[src/pid_pkg.sv]
package pid_pkg;

	// clock and suspension timer base
	localparam int CLK_PERIOD_NS = 10;
	localparam int TICK_TIME_NS  = 100_000_000; // one detect-time unit, 0.1 s
	localparam int TICK_CYCLES   = TICK_TIME_NS / CLK_PERIOD_NS;

	// frequencies are in 0.01 Hz steps
	localparam logic [15:0] AUTO_SW_MAX    = 16'h9c40; // 400 Hz
	localparam logic [15:0] DETECT_DISABLE = 16'h270f; // 9999
	localparam logic [15:0] CANCEL_OFFSET  = 16'h03e8; // 1000 percent
	localparam logic [15:0] DEV_ZERO_SHOW  = 16'h03e8; // 0 % shown as 1000
	localparam logic [15:0] FULL_SCALE     = 16'h03e8; // 100.0 % in 0.1 %

	// monitor selector codes
	localparam logic [7:0] MON_SETPOINT = 8'h34; // 52
	localparam logic [7:0] MON_MEAS     = 8'h35; // 53
	localparam logic [7:0] MON_DEV      = 8'h36; // 54

	// loop action codes
	localparam logic [7:0] ACT_DEV_REV = 8'h0a; // 10
	localparam logic [7:0] ACT_DEV_FWD = 8'h0b; // 11
	localparam logic [7:0] ACT_SUM_REV = 8'h14; // 20
	localparam logic [7:0] ACT_SUM_FWD = 8'h15; // 21
	localparam logic [3:0] MODE_SWITCHOVER = 4'h6;

	// register offsets, byte addresses
	localparam logic [7:0] OFS_AUTO_SW   = 8'h00;
	localparam logic [7:0] OFS_DET_TIME  = 8'h04;
	localparam logic [7:0] OFS_DET_LEVEL = 8'h08;
	localparam logic [7:0] OFS_CANCEL    = 8'h0c;
	localparam logic [7:0] OFS_ACTION    = 8'h10;
	localparam logic [7:0] OFS_OPMODE    = 8'h14;
	localparam logic [7:0] OFS_MON_SEL   = 8'h18;
	localparam logic [7:0] OFS_ASSIGN    = 8'h1c;
	localparam logic [7:0] OFS_BIAS_CAL  = 8'h20;
	localparam logic [7:0] OFS_GAIN_CAL  = 8'h24;
	localparam logic [7:0] OFS_MAX_FREQ  = 8'h28;
	localparam logic [7:0] OFS_MIN_FREQ  = 8'h2c;
	localparam logic [7:0] OFS_STATUS    = 8'h30;
	localparam logic [7:0] OFS_IRQ_STAT  = 8'h34;
	localparam logic [7:0] OFS_IRQ_CLR   = 8'h38;
	localparam logic [7:0] OFS_IRQ_EN    = 8'h3c;

	// values after reset
	localparam logic [15:0] RST_AUTO_SW   = 16'h0000; // 0 = no switchover
	localparam logic [15:0] RST_DET_TIME  = 16'h270f;
	localparam logic [15:0] RST_DET_LEVEL = 16'h0000;
	localparam logic [15:0] RST_CANCEL    = 16'h03e8;
	localparam logic [7:0]  RST_ACTION    = 8'h0a;
	localparam logic [3:0]  RST_OPMODE    = 4'h0;
	localparam logic [15:0] RST_GAIN_CAL  = 16'h1770; // 60 Hz
	localparam logic [15:0] RST_MAX_FREQ  = 16'h2ee0; // 120 Hz
	localparam logic [15:0] RST_ZERO16    = 16'h0000;

	// interrupt bit positions
	localparam int IRQ_LOOP_ON   = 0;
	localparam int IRQ_SUSPEND   = 1;
	localparam int IRQ_RESUME    = 2;
	localparam int IRQ_OVERRIDE  = 3;
	localparam int IRQ_W         = 4;

	// supervisor states
	typedef enum logic [1:0]
	{
		ST_IDLE  = 2'b00,
		ST_OPEN  = 2'b01,
		ST_LOOP  = 2'b10,
		ST_SLEEP = 2'b11
	} state_e;

endpackage

[src/pid_mode_supervisor.sv]
// What this block does
// - open loop until output reaches switchover frequency
// - stay closed loop after switchover despite low frequency
// - stop output after long low-frequency interval
// - resume when deviation reaches offset cancel level
// - suspended: sleep on, run off, loop on
// - codes 52,53,54 pick setpoint, measured, deviation
// - deviation display offset, zero shows 1000
// - analog outputs 100% scale, refuse deviation code
// - deviation input actions zero setpoint/measured monitors
// - speed or jog inputs override closed loop
// - operation mode 6 disables closed loop
// - actions 20,21 add auxiliary input to setpoint
// - closed loop only with both assignments zero
// - clamp loop command to calibration and general limits, other commands to general limits only
// - remote up/down ignored during closed loop
// - closed loop command starts from zero hertz
// - suspension only when detect time is not 9999
//
// Implementation choices: the address map and the plain strobed port.
`timescale 1ns/1ns
module pid_mode_supervisor
#(
	parameter int TICK_CYCLES = pid_pkg::TICK_CYCLES
)
(
	input  wire logic        CLK,
	input  wire logic        RESET,
	// register port
	input  wire logic [7:0]  ADDR,
	input  wire logic [31:0] WDATA,
	input  wire logic        WR,
	input  wire logic        RD,
	output logic      [31:0] RDATA,
	output logic             IRQ,
	// command terminals
	input  wire logic        RUN_CMD,
	input  wire logic        LOOP_SELECT_INPUT,
	input  wire logic        SPEED_SEL_HIGH,
	input  wire logic        SPEED_SEL_MID,
	input  wire logic        SPEED_SEL_LOW,
	input  wire logic        SPEED_SEL_EXT,
	input  wire logic        JOG_INPUT,
	input  wire logic        REMOTE_UP,
	input  wire logic        REMOTE_DOWN,
	// process values, 0.1 % steps
	input  wire logic [10:0] SETPOINT_IN,
	input  wire logic [11:0] AUX_IN,
	input  wire logic [10:0] MEAS_IN,
	input  wire logic [11:0] DEV_IN,
	// frequencies, 0.01 Hz steps
	input  wire logic [15:0] OUT_FREQ,
	input  wire logic [15:0] PID_FREQ,
	input  wire logic [15:0] NORMAL_FREQ,
	// towards the frequency path
	output logic      [15:0] FREQ_CMD,
	output logic             PID_BASE_CLEAR,
	output logic      [13:0] PID_SETPOINT,
	output logic      [13:0] PID_DEVIATION,
	output logic             REMOTE_UP_OK,
	output logic             REMOTE_DOWN_OK,
	// status terminals
	output logic             LOOP_ACTIVE,
	output logic             SUSPEND,
	output logic             RUNNING,
	// monitors
	output logic      [15:0] MAIN_DISPLAY,
	output logic      [15:0] PULSE_MONITOR_OUT,
	output logic      [15:0] ANALOG_MONITOR_OUT
);

	// limit a value into lo..hi, lo winning when they cross
	function automatic logic [15:0] clamp16
	(
		input logic [15:0] v,
		input logic [15:0] lo,
		input logic [15:0] hi
	);
		logic [15:0] t;
		t = (v > hi) ? hi : v;
		return (t < lo) ? lo : t;
	endfunction

	// choose a monitor quantity by selector code
	function automatic logic [15:0] mon_pick
	(
		input logic [7:0]  code,
		input logic [15:0] sp,
		input logic [15:0] mv,
		input logic [15:0] dv
	);
		if (code == pid_pkg::MON_SETPOINT)
			return sp;
		else if (code == pid_pkg::MON_MEAS)
			return mv;
		else if (code == pid_pkg::MON_DEV)
			return dv;
		else
			return 16'h0;
	endfunction

	// negative signed value becomes zero
	function automatic logic [15:0] floor0(input logic signed [13:0] v);
		return v[13] ? 16'h0 : {2'h0, v};
	endfunction

	// configuration registers
	logic [15:0] auto_sw_q;           // auto_switch_frequency
	logic [15:0] det_time_q;          // suspend_detect_time
	logic [15:0] det_level_q;         // suspend_detect_level
	logic [15:0] cancel_q;            // suspend_cancel_level
	logic [7:0]  action_q;            // loop_action_select
	logic [3:0]  opmode_q;            // operation_mode_select
	logic [7:0]  main_sel_q;          // main_display_select
	logic [7:0]  pulse_sel_q;         // pulse_monitor_select
	logic [7:0]  analog_sel_q;        // analog_monitor_select
	logic [7:0]  meas_assign_q;       // meas_input_assign
	logic [7:0]  aux_assign_q;        // aux_input_assign
	logic [15:0] bias_q;              // setpoint_bias_cal
	logic [15:0] gain_q;              // setpoint_gain_cal
	logic [15:0] max_q;               // general upper limit
	logic [15:0] min_q;               // general lower limit
	logic [pid_pkg::IRQ_W-1:0] irq_stat_q; // sticky events
	logic [pid_pkg::IRQ_W-1:0] irq_en_q;   // event enables

	// supervisor state
	pid_pkg::state_e state_q;
	pid_pkg::state_e state_d;
	logic        ovr_q;               // override seen last cycle

	// address decode
	wire sel_auto   = (ADDR == pid_pkg::OFS_AUTO_SW);
	wire sel_dtime  = (ADDR == pid_pkg::OFS_DET_TIME);
	wire sel_dlevel = (ADDR == pid_pkg::OFS_DET_LEVEL);
	wire sel_cancel = (ADDR == pid_pkg::OFS_CANCEL);
	wire sel_action = (ADDR == pid_pkg::OFS_ACTION);
	wire sel_opmode = (ADDR == pid_pkg::OFS_OPMODE);
	wire sel_mon    = (ADDR == pid_pkg::OFS_MON_SEL);
	wire sel_assign = (ADDR == pid_pkg::OFS_ASSIGN);
	wire sel_bias   = (ADDR == pid_pkg::OFS_BIAS_CAL);
	wire sel_gain   = (ADDR == pid_pkg::OFS_GAIN_CAL);
	wire sel_max    = (ADDR == pid_pkg::OFS_MAX_FREQ);
	wire sel_min    = (ADDR == pid_pkg::OFS_MIN_FREQ);
	wire sel_status = (ADDR == pid_pkg::OFS_STATUS);
	wire sel_istat  = (ADDR == pid_pkg::OFS_IRQ_STAT);
	wire sel_iclr   = (ADDR == pid_pkg::OFS_IRQ_CLR);
	wire sel_ien    = (ADDR == pid_pkg::OFS_IRQ_EN);

	// switchover beyond 400 Hz is refused, old value kept
	wire auto_ok = (WDATA[15:0] <= pid_pkg::AUTO_SW_MAX);

	// deviation code is not taken by the outputs
	wire pulse_ok  = (WDATA[15:8] != pid_pkg::MON_DEV);
	wire analog_ok = (WDATA[23:16] != pid_pkg::MON_DEV);

	// action decode
	wire act_dev = (action_q == pid_pkg::ACT_DEV_REV)
		| (action_q == pid_pkg::ACT_DEV_FWD);
	wire act_sum = (action_q == pid_pkg::ACT_SUM_REV)
		| (action_q == pid_pkg::ACT_SUM_FWD);

	// speed or jog request overrides the loop
	wire ovr = SPEED_SEL_HIGH | SPEED_SEL_MID | SPEED_SEL_LOW
		| SPEED_SEL_EXT | JOG_INPUT;

	// loop allowed: selected, no override, mode and assignments fit
	wire loop_req = LOOP_SELECT_INPUT
		& ~ovr
		& (opmode_q != pid_pkg::MODE_SWITCHOVER)
		& (meas_assign_q == 8'h0)
		& (aux_assign_q == 8'h0)
		& (act_dev | act_sum);

	// open-loop start only when a threshold is set and not reached
	wire need_open = (auto_sw_q != 16'h0) & (OUT_FREQ < auto_sw_q);

	// setpoint with optional auxiliary sum
	wire signed [13:0] aux_ext = {{2{AUX_IN[11]}}, AUX_IN};
	wire signed [13:0] sp_sum  = $signed({3'h0, SETPOINT_IN})
		+ (act_sum ? aux_ext : 14'sh0);
	wire signed [13:0] meas_ext = $signed({3'h0, MEAS_IN});

	// deviation, external or computed
	wire signed [13:0] dev = act_dev ? $signed({{2{DEV_IN[11]}}, DEV_IN})
		: (sp_sum - meas_ext);

	// cancel threshold in 1 % steps, stored with 1000 % offset
	wire signed [16:0] cancel_pct = $signed({1'b0, cancel_q})
		- $signed({1'b0, pid_pkg::CANCEL_OFFSET});
	// widen before the product so large levels do not wrap
	wire signed [20:0] cancel_thr = 21'(cancel_pct) * 21'sd10;
	wire signed [20:0] dev_ext    = 21'(dev);
	wire cancel_hit = (dev_ext >= cancel_thr);

	// suspension armed only with a real detect time
	wire sleep_arm = (det_time_q != pid_pkg::DETECT_DISABLE)
		& (state_q == pid_pkg::ST_LOOP);
	wire below     = (OUT_FREQ < det_level_q);
	wire expired;

	// low-frequency interval timer
	sleep_timer #(
		.TICK_CYCLES (TICK_CYCLES)
	) u_timer (
		.CLK     (CLK),
		.RESET   (RESET),
		.ARM     (sleep_arm),
		.BELOW   (below),
		.LIMIT   (det_time_q),
		.EXPIRED (expired)
	);

	// next-state decision
	always_comb
	begin
		state_d = state_q;
		case (state_q)
			pid_pkg::ST_IDLE:
				// start in open loop or directly closed loop
				if (RUN_CMD && loop_req)
					state_d = need_open ? pid_pkg::ST_OPEN : pid_pkg::ST_LOOP;
			pid_pkg::ST_OPEN:
				// hand over once the threshold is reached
				if (!RUN_CMD || !loop_req)
					state_d = pid_pkg::ST_IDLE;
				else if (!need_open)
					state_d = pid_pkg::ST_LOOP;
			pid_pkg::ST_LOOP:
				// falling back under the switchover frequency no longer matters here
				if (!RUN_CMD || !loop_req)
					state_d = pid_pkg::ST_IDLE;
				else if (expired)
					state_d = pid_pkg::ST_SLEEP;
			pid_pkg::ST_SLEEP:
				// automatic wake on deviation
				if (!RUN_CMD || !loop_req)
					state_d = pid_pkg::ST_IDLE;
				else if (cancel_hit)
					state_d = pid_pkg::ST_LOOP;
			default:
				state_d = pid_pkg::ST_IDLE;
		endcase
	end

	// state register
	always_ff @(posedge CLK or posedge RESET)
	begin
		if (RESET)
		begin
			state_q <= pid_pkg::ST_IDLE;
			ovr_q   <= 1'b0;
		end
		else
		begin
			state_q <= state_d;
			ovr_q   <= ovr;
		end
	end

	wire in_loop  = (state_q == pid_pkg::ST_LOOP);
	wire in_sleep = (state_q == pid_pkg::ST_SLEEP);

	// entry into the loop from outside it
	wire enter_loop = (state_d == pid_pkg::ST_LOOP)
		& (state_q != pid_pkg::ST_LOOP) & (state_q != pid_pkg::ST_SLEEP);

	// command for each state, taken from the state being entered so
	// the command is already zero in the first suspended cycle
	wire [15:0] loop_freq = clamp16(clamp16(PID_FREQ, bias_q, gain_q),
		min_q, max_q);
	wire [15:0] norm_freq = clamp16(NORMAL_FREQ, min_q, max_q);
	wire [15:0] freq_d = (state_d == pid_pkg::ST_SLEEP) ? 16'h0
		: enter_loop ? 16'h0
		: (state_d == pid_pkg::ST_LOOP) ? loop_freq : norm_freq;

	// monitor quantities
	wire [15:0] sp_mon  = act_dev ? 16'h0 : floor0(sp_sum);
	wire [15:0] mv_mon  = act_dev ? 16'h0 : floor0(meas_ext);
	wire signed [13:0] dev_show = dev
		+ $signed(pid_pkg::DEV_ZERO_SHOW[13:0]);
	wire [15:0] dv_mon  = floor0(dev_show);
	wire [15:0] sp_fs   = (sp_mon > pid_pkg::FULL_SCALE)
		? pid_pkg::FULL_SCALE : sp_mon;
	wire [15:0] mv_fs   = (mv_mon > pid_pkg::FULL_SCALE)
		? pid_pkg::FULL_SCALE : mv_mon;

	// events for the interrupt status
	wire [pid_pkg::IRQ_W-1:0] ev;
	assign ev[pid_pkg::IRQ_LOOP_ON]  = enter_loop;
	assign ev[pid_pkg::IRQ_SUSPEND]  = in_loop & (state_d == pid_pkg::ST_SLEEP);
	assign ev[pid_pkg::IRQ_RESUME]   = in_sleep & (state_d == pid_pkg::ST_LOOP);
	assign ev[pid_pkg::IRQ_OVERRIDE] = ovr & ~ovr_q & LOOP_SELECT_INPUT;
	wire [pid_pkg::IRQ_W-1:0] clr = (WR && sel_iclr)
		? WDATA[pid_pkg::IRQ_W-1:0] : '0;

	// outputs towards the frequency path and terminals
	always_ff @(posedge CLK or posedge RESET)
	begin
		if (RESET)
		begin
			FREQ_CMD       <= 16'h0;
			PID_BASE_CLEAR <= 1'b0;
			PID_SETPOINT   <= 14'h0;
			PID_DEVIATION  <= 14'h0;
			LOOP_ACTIVE    <= 1'b0;
			SUSPEND        <= 1'b0;
			RUNNING        <= 1'b0;
		end
		else
		begin
			FREQ_CMD       <= freq_d;
			PID_BASE_CLEAR <= enter_loop;
			PID_SETPOINT   <= sp_sum;
			PID_DEVIATION  <= dev;
			LOOP_ACTIVE    <= (state_d == pid_pkg::ST_LOOP)
				| (state_d == pid_pkg::ST_SLEEP);
			SUSPEND        <= (state_d == pid_pkg::ST_SLEEP);
			RUNNING        <= RUN_CMD & (state_d != pid_pkg::ST_SLEEP);
		end
	end

	// monitor outputs
	always_ff @(posedge CLK or posedge RESET)
	begin
		if (RESET)
		begin
			MAIN_DISPLAY       <= 16'h0;
			PULSE_MONITOR_OUT  <= 16'h0;
			ANALOG_MONITOR_OUT <= 16'h0;
		end
		else
		begin
			MAIN_DISPLAY       <= mon_pick(main_sel_q, sp_mon, mv_mon, dv_mon);
			PULSE_MONITOR_OUT  <= mon_pick(pulse_sel_q, sp_fs, mv_fs, 16'h0);
			ANALOG_MONITOR_OUT <= mon_pick(analog_sel_q, sp_fs, mv_fs, 16'h0);
		end
	end

	// remote frequency steps blocked while the loop runs
	assign REMOTE_UP_OK   = REMOTE_UP & ~LOOP_ACTIVE;
	assign REMOTE_DOWN_OK = REMOTE_DOWN & ~LOOP_ACTIVE;

	// level interrupt from enabled sticky bits
	assign IRQ = |(irq_stat_q & irq_en_q);

	// register writes
	always_ff @(posedge CLK or posedge RESET)
	begin
		if (RESET)
		begin
			auto_sw_q     <= pid_pkg::RST_AUTO_SW;
			det_time_q    <= pid_pkg::RST_DET_TIME;
			det_level_q   <= pid_pkg::RST_DET_LEVEL;
			cancel_q      <= pid_pkg::RST_CANCEL;
			action_q      <= pid_pkg::RST_ACTION;
			opmode_q      <= pid_pkg::RST_OPMODE;
			main_sel_q    <= 8'h0;
			pulse_sel_q   <= 8'h0;
			analog_sel_q  <= 8'h0;
			meas_assign_q <= 8'h0;
			aux_assign_q  <= 8'h0;
			bias_q        <= pid_pkg::RST_ZERO16;
			gain_q        <= pid_pkg::RST_GAIN_CAL;
			max_q         <= pid_pkg::RST_MAX_FREQ;
			min_q         <= pid_pkg::RST_ZERO16;
			irq_en_q      <= '0;
		end
		else if (WR)
		begin
			if (sel_auto && auto_ok)
				auto_sw_q <= WDATA[15:0];
			if (sel_dtime)
				det_time_q <= WDATA[15:0];
			if (sel_dlevel)
				det_level_q <= WDATA[15:0];
			if (sel_cancel)
				cancel_q <= WDATA[15:0];
			if (sel_action)
				action_q <= WDATA[7:0];
			if (sel_opmode)
				opmode_q <= WDATA[3:0];
			if (sel_mon)
			begin
				main_sel_q <= WDATA[7:0];
				if (pulse_ok)
					pulse_sel_q <= WDATA[15:8];
				if (analog_ok)
					analog_sel_q <= WDATA[23:16];
			end
			if (sel_assign)
			begin
				meas_assign_q <= WDATA[7:0];
				aux_assign_q  <= WDATA[15:8];
			end
			if (sel_bias)
				bias_q <= WDATA[15:0];
			if (sel_gain)
				gain_q <= WDATA[15:0];
			if (sel_max)
				max_q <= WDATA[15:0];
			if (sel_min)
				min_q <= WDATA[15:0];
			if (sel_ien)
				irq_en_q <= WDATA[pid_pkg::IRQ_W-1:0];
		end
	end

	// sticky events, a new event beats a clear
	always_ff @(posedge CLK or posedge RESET)
	begin
		if (RESET)
			irq_stat_q <= '0;
		else
			irq_stat_q <= (irq_stat_q & ~clr) | ev;
	end

	// read mux, unmapped reads give zero
	logic [31:0] rd_d;
	always_comb
	begin
		rd_d = 32'h0;
		if (sel_auto)
			rd_d = {16'h0, auto_sw_q};
		else if (sel_dtime)
			rd_d = {16'h0, det_time_q};
		else if (sel_dlevel)
			rd_d = {16'h0, det_level_q};
		else if (sel_cancel)
			rd_d = {16'h0, cancel_q};
		else if (sel_action)
			rd_d = {24'h0, action_q};
		else if (sel_opmode)
			rd_d = {28'h0, opmode_q};
		else if (sel_mon)
			rd_d = {8'h0, analog_sel_q, pulse_sel_q, main_sel_q};
		else if (sel_assign)
			rd_d = {16'h0, aux_assign_q, meas_assign_q};
		else if (sel_bias)
			rd_d = {16'h0, bias_q};
		else if (sel_gain)
			rd_d = {16'h0, gain_q};
		else if (sel_max)
			rd_d = {16'h0, max_q};
		else if (sel_min)
			rd_d = {16'h0, min_q};
		else if (sel_status)
			rd_d = {28'h0, RUNNING, SUSPEND, LOOP_ACTIVE, state_q == pid_pkg::ST_OPEN};
		else if (sel_istat)
			rd_d = {28'h0, irq_stat_q};
		else if (sel_ien)
			rd_d = {28'h0, irq_en_q};
	end

	// read data stands one cycle after the strobe only
	always_ff @(posedge CLK or posedge RESET)
	begin
		if (RESET)
			RDATA <= 32'h0;
		else
			RDATA <= RD ? rd_d : 32'h0;
	end

endmodule

[src/sleep_timer.sv]
`timescale 1ns/1ns
// counts how long the output frequency stays under the detect level
module sleep_timer
#(
	parameter int TICK_CYCLES = pid_pkg::TICK_CYCLES
)
(
	input  wire logic        CLK,
	input  wire logic        RESET,
	input  wire logic        ARM,
	input  wire logic        BELOW,
	input  wire logic [15:0] LIMIT,
	output logic             EXPIRED
);

	logic [31:0] pre_q;   // cycles within one 0.1 s unit
	logic [15:0] units_q; // whole units spent below the level
	wire         run   = ARM & BELOW;
	wire         tick  = (pre_q == 32'(TICK_CYCLES - 1));

	// any climb back to the level restarts from zero
	always_ff @(posedge CLK or posedge RESET)
	begin
		if (RESET)
		begin
			pre_q   <= 32'h0;
			units_q <= 16'h0;
		end
		else if (!run)
		begin
			pre_q   <= 32'h0;
			units_q <= 16'h0;
		end
		else if (tick)
		begin
			pre_q <= 32'h0;
			if (units_q != 16'hffff)
				units_q <= units_q + 16'h1;
		end
		else
			pre_q <= pre_q + 32'h1;
	end

	// longer than the set time, not equal to it
	assign EXPIRED = run & (units_q > LIMIT);

endmodule

[config.mk]
export PLATFORM = sky130hd
export DESIGN_NAME = pid_mode_supervisor
export DESIGN_NICKNAME = d
export VERILOG_FILES = /design/src/pid_pkg.sv /design/src/pid_mode_supervisor.sv /design/src/sleep_timer.sv
export SDC_FILE = /design/constraint.sdc
export NUM_CORES = 1
export LEC_CHECK = 0
export CAP_MARGIN = 20
export CORE_MARGIN = 4
export CORE_UTILIZATION = 50
export CTS_CLUSTER_DIAMETER = 100
export CTS_CLUSTER_SIZE = 12
export DETAILED_ROUTE_END_ITERATION = 8
export DONT_BUFFER_PORTS = 1
export GPL_TIMING_DRIVEN = 1
export HOLD_SLACK_MARGIN = 0.1
export REMOVE_ABC_BUFFERS = 1
export SETUP_SLACK_MARGIN = 0.15
export SYNTH_ARGS = -nofsm -noshare
export SYNTH_HDL_FRONTEND = slang
export SYNTH_SLANG_ARGS = --single-unit
[constraint.sdc]
create_clock -name CLK -period 36.5 [get_ports CLK]
set_input_delay 10.95 -clock CLK [delete_from_list [all_inputs] [get_ports CLK]]
set_output_delay 10.95 -clock CLK [all_outputs]
set_load 0.02 [all_outputs]
# After elaboration in Yosys (flattened, before gate mapping)
# Index checks and enable logic that the tools add are counted.
[totals] inputBits=147 regBits=367 output_inout_bits=131
[classes] n_addsub=6 reduce_logical=28 mul=1 order_cmp=13 n_bitwise=33 n_mux=55 n_eq_ne=42
[op_table] op="two-way mux 16 bit" count=17
[op_table] op="two-way mux 24 bit" count=7
[op_table] op="== test 8 x 6 -> 1 bit (second input constant)" count=15
[op_table] op="two-way mux 13 bit" count=9
[op_table] op="two-way mux 32 bit" count=3
[op_table] op="< comparator 16 bit" count=5
[op_table] op="> comparator 16 bit" count=4
[op_table] op="== test 8 x 5 -> 1 bit (second input constant)" count=6
[op_table] op="two-way mux 11 bit" count=4
[op_table] op="adder 32 x 1 -> 32 bit (second input constant)" count=1
[op_table] op="== test 32 x 24 -> 1 bit (second input constant)" count=1
[op_table] op="== test 8 x 4 -> 1 bit (second input constant)" count=4
[op_table] op="two-way mux 14 bit" count=2
[op_table] op="AND reduction 2 bit" count=14
[op_table] op="zero test 8 bit" count=3
[op_table] op=">= comparator 14 x 21 -> 1 bit" count=1
[op_table] op="multiplier 17 x 4 -> 20 bit (second input constant)" count=1
[op_table] op="AND 1 bit" count=18
[op_table] op="subtractor 16 x 10 -> 17 bit (second input constant)" count=1
[op_table] op="adder 16 x 1 -> 16 bit (second input constant)" count=1
[op_table] op="less-or-equal comparator 16 bit (second input constant)" count=1
[op_table] op="two-way mux 2 bit" count=8
[op_table] op="two-way mux 4 bit" count=4
[op_table] op="!= test 16 x 14 -> 1 bit (second input constant)" count=1
[op_table] op="25 further kinds" count=47

# Depth between registers and ports, before layout
[depth] depth_word=19 depth_mapped=42

# Modules after synthesis
# Synthesis repeated with hierarchy kept, for this count alone.
[unflattened] cells_unflattened=2318 hier_area_um2=22799.4
[by_module_without_submodules] mod="pid_mode_supervisor" cells_each=1979 instances=1 area_each_um2=19814.0
[by_module_without_submodules] mod="sleep_timer" cells_each=339 instances=1 area_each_um2=2985.4

# Least setup slack after synthesis
# Ideal clock, no wire load.
[synth_timing] path_kind="input -> output" startpoint="input port REMOTE_DOWN" endpoint="output port REMOTE_DOWN_OK" path_buffers=0 setup_slack_ns=14.273 t_required_ns=25.550 cell_stages=1 arrival_time_ns=11.277 path_cell_list="nor2b_1"
[synth_via] elab_chain_cells=1
[synth_rtl] item="start, declared" line_no="pid_mode_supervisor.sv:45" rtl="input wire logic REMOTE_DOWN,"
[synth_rtl] item="AND 1 bit" line_no="pid_mode_supervisor.sv:341" rtl="assign REMOTE_DOWN_OK = REMOTE_DOWN & ~LOOP_ACTIVE;"
[synth_rtl] item="end, declared" line_no="pid_mode_supervisor.sv:61" rtl="output logic REMOTE_DOWN_OK,"
# Every way passes these cells.

# Worst setup path after layout
[layout_timing] startpoint="input port REMOTE_UP" endpoint="output port REMOTE_UP_OK"
[layout_via] elab_chain_cells=1
[layout_rtl] item="start, declared" line_no="pid_mode_supervisor.sv:44" rtl="input wire logic REMOTE_UP,"
[layout_rtl] item="AND 1 bit" line_no="pid_mode_supervisor.sv:340" rtl="assign REMOTE_UP_OK = REMOTE_UP & ~LOOP_ACTIVE;"
[layout_rtl] item="end, declared" line_no="pid_mode_supervisor.sv:60" rtl="output logic REMOTE_UP_OK,"
# Every way passes these cells.

==> qor_table.md <==
| Quantity | Value | Unit |
|---|---|---|
| Status | finished, final reports clean | - |
| Post-layout total power | 1.04 | mW |
| Remaining number of nets flagged by the antenna check after routing | 0 | - |
| I/O Buffers | 0 | - |
| Worst R2R Start | gain_q[9] | - |
| Placeable core area | 45500 | um^2 |
| Half-perimeter wire length after placement | 55400 | um |
| Pin count of the biggest net entering global routing | 102 | - |
| Count of pins over their slew limit | 0 | - |
| Maximum VDD drop | 0.0403 | mV |
| Number of buffers inserted during clock tree synthesis | 35 | - |
| Dominant cell by count in the synthesized netlist | dfrtp_1 | - |
| Non-filler cells in the finished layout | 2926 | - |
| Setup slack of the most critical reg-to-reg path | 26.04 | ns |
| Max-Cap Viols | 0 | - |
| Startpoint class of the critical path | primary input | - |
| Vias per Instance | 6.27 | - |
| Switching part of the total power | 32.1 | % |
| Number of nets in the finished design | 2663 | - |
| Crit path arrival time | 11.30 | ns |
| Hold_sp | u_timer.pre_q[0] | - |
| Synthesis warning total | 0 | - |
| Leak | 11.4 | nW |
| Cts repair resizes | 0 | - |
| Critical Path End Type | output pin | - |
| Die width | 223 | um |
| Hold-critical path depth | 1 | - |
| Effective utilization at floorplan | 50.7 | % |
| Router iterations before antenna repair | 5 | - |
| H-tree lvl count | 2 | - |
| Post-placement cell count | 2865 | - |
| Top Family by Delay on Critical Path | simple AND/OR/NAND/NOR gates | - |
| Leading registers by flop count | u_timer.pre_q (32), RDATA (24) | - |
| Maximum clock rate | 45.0 | MHz |
| Cell area after layout | 24700 | um^2 |
| Area added between synthesis and finish | 6.99 | % |
| Post-route clock period utilization | 60.9 | % |
| Synth cell types | 104 | - |
| Hold Path Class | reg -> reg | - |
| TritonCTS Sinks | 350 | - |
| Slowest cell delay on critical path | 0.35 | ns |
| Count of buffer and inverter cells on the critical path | 0 | - |
| Clock tree skew after final layout | 0.0204 | ns |
| Number of DRC violations after detailed-routing iteration 0 | 1478 | - |
| Flip-flop cell with the highest count after synthesis | dfrtp_1 | - |
| Total routing resource utilization after global routing | 28.6 | % |
| Routability Congestion | 0.933 | - |
| Cells along the critical path | nor2b_1 | - |
| Number of global-route vias before repair | 18.3k | - |
| Num rows | 78 | - |
| Source-to-sink clock delay at the later pin of the worst-skew pair | 0.55 | ns |
| Flip-flop count of the largest register after layout | 32 | - |
| Clock input transition at the sequential cells of the worst setup and hold paths | 0.06 | ns |
| TritonCTS clock tree | built | - |
| Setup_tns | 0 | ns |
| Endpoint, Worst Hold | u_timer.pre_q[0] | - |
| Crit path required time | 25.55 | ns |
| Area leader, netlist | dfrtp_1 | - |
| Number of storage elements in the synthesis netlist | 350 | - |
| Switching component of the power | 335 | uW |
| Setup ws final | 14.25 | ns |
| Worst-path fanout max | 1 | - |
| Remaining global-route overflow | 0 | - |
| Number of hold-slack violations in the final timing report | 0 | - |
| Worst R2R End | FREQ_CMD[6] | - |
| Share of power burned in registers | 40.9 | % |
| Slowest cell on the critical path | nor2b_1 | - |
| DR DRC count | 0 | - |
| Sequential-to-total area share from yosys stat | 38.1 | % |
| Combinational group share of total power | 25.4 | % |
| Clock root cell | clkbuf_16 | - |
| Number of hold buffers added after CTS | 0 | - |
| Final-report setup violation count | 0 | - |
| Cell Area, Synth | 23100 | um^2 |
| I/O pins | 278 | - |
| Largest cells by area after synthesis | dfrtp_1 35%, ha_1 11%, mux2_2 9.8% | - |
| Start-to-end type of the worst setup path | in -> out | - |
| Internal cell power | 709 | uW |
| Register with the most flip-flops | u_timer.pre_q | - |
| Unrepaired setup endpoints after global routing | no | - |
| Mean routed wirelength per cell | 24.8 | um |
| Total via count after detailed routing | 18.3k | - |
| Height of the die | 223 | um |
| Wire length of the first global-routing pass | 111000 | um |
| Count of flip-flops with a built-in enable after synthesis | 0 | - |
| Avg Cell Area, Syn | 9.93 | um^2 |
| Measured slew at the worst slew-check pin | 1.10 | ns |
| Asr flop ratio synth | 100 | % |
| Final Routed Wirelength | 72700 | um |
| DP Worst Slack | 14.25 | ns |
| Number of antenna violations at the first check in global routing | 0 | - |
| Minimum clock period | 22.25 | ns |
| Critical Path Source | REMOTE_UP | - |
| Clock buffer depth | 3 | - |
| # Post-CTS Setup Buffers | 0 | - |
| Worst reg-to-reg path cell count | 36 | - |
| Final antenna diode count | 0 | - |
| Most used standard cells in the synthesized netlist | 320 x dfrtp_1, 211 x ha_1, 200 x mux2_2, 180 x inv_1, 168 x nor2_1 | - |
| Share of final-layout standard cells stronger than drive strength 1 | 15.1 | % |
| Post-place instance area | 23600 | um^2 |
| Share of total power in the clock network | 33.7 | % |
| Cell Pwr Density | 42.3 | nW/um^2 |
| Share of Yosys cell area claimed by the top area cell type | 34.7 | % |
| Gate count of the mapped netlist | 2323 | - |
| Worst relative slew slack | 26.7 | % |
| Die area | 49600 | um^2 |
final cells by class:
class                      instances  area (um^2)
clock buffer                      59         1010
clock inverter                     2         38.8
fill                            4107        20800
inverter                         183          702
multi-input combinational       1710        13200
sequential                       350         8800
tap                              600          751
timing repair buffer              22          173
worst max path at each step:
stage / end / slack [ns] / depth (start not counted)
after floorplan: REMOTE_DOWN_OK / 14.27 / 1
after global placement: REMOTE_UP_OK / 14.25 / 1
after detailed placement: REMOTE_UP_OK / 14.25 / 1
after CTS: REMOTE_UP_OK / 14.25 / 1
after global routing: REMOTE_DOWN_OK / 14.24 / 1
final: REMOTE_UP_OK / 14.25 / 1
per-stage QoR:
stage	hold slack, ns	util (%)
2_1_floorplan	0.455	-
3_3_place_gp	0.479	51.9
3_5_place_dp	0.478	51.9
4_1_cts	0.486	54.2
5_1_grt	0.526	54.2
6_report	0.483	54.2
placed cells by master, fill, tap and decap left out, types with 38 or more instances in the layout:
cell	Yosys	routed
nand2_1	148	148
a21oi_1	97	97
nand4_1	38	38
ha_1	211	211
xor2_1	48	48
a21o_1	47	47
o21ai_0	77	77
nor2_1	168	168
nand3_1	77	77
dfrtp_1	320	320
mux2_2	200	200
inv_1	180	179
layer usage:
| layer | vias up | track usage (%) | part of all wire, % |
|---|---|---|---|
| li1 | 8422 | - | - |
| met1 | 9131 | 38.6 | 43 |
| met2 | 654 | 45.9 | 46 |
| met3 | 133 | 5.59 | 6.8 |
| met4 | 0 | 11.0 | 4.2 |
| met5 | - | 0 | 0 |
cell families after synthesis:
logic type               count (synthesis)  synth area share [%]
AO/OA/AOI/OAI                          530                  16.8
adder cells (fa/ha/maj)                214                  11.7
buffers and inverters                  285                  5.10
AND/OR/NAND/NOR                        626                  13.9
other                                    1                0.0163
multiplexers                           232                  11.2
XOR/XNOR                                85                  3.23
flip-flops                             350                  38.1
power by group through the flow:
stage	combinational (mW)	sequential (mW)	clock [mW]
2_1_floorplan	0.198	0.427	0
3_3_place_gp	0.254	0.433	0
3_5_place_dp	0.261	0.434	0
4_1_cts	0.264	0.427	0.357
5_1_grt	0.295	0.428	0.375
6_report	0.265	0.427	0.352
Power figures use the tool's default switching activity.
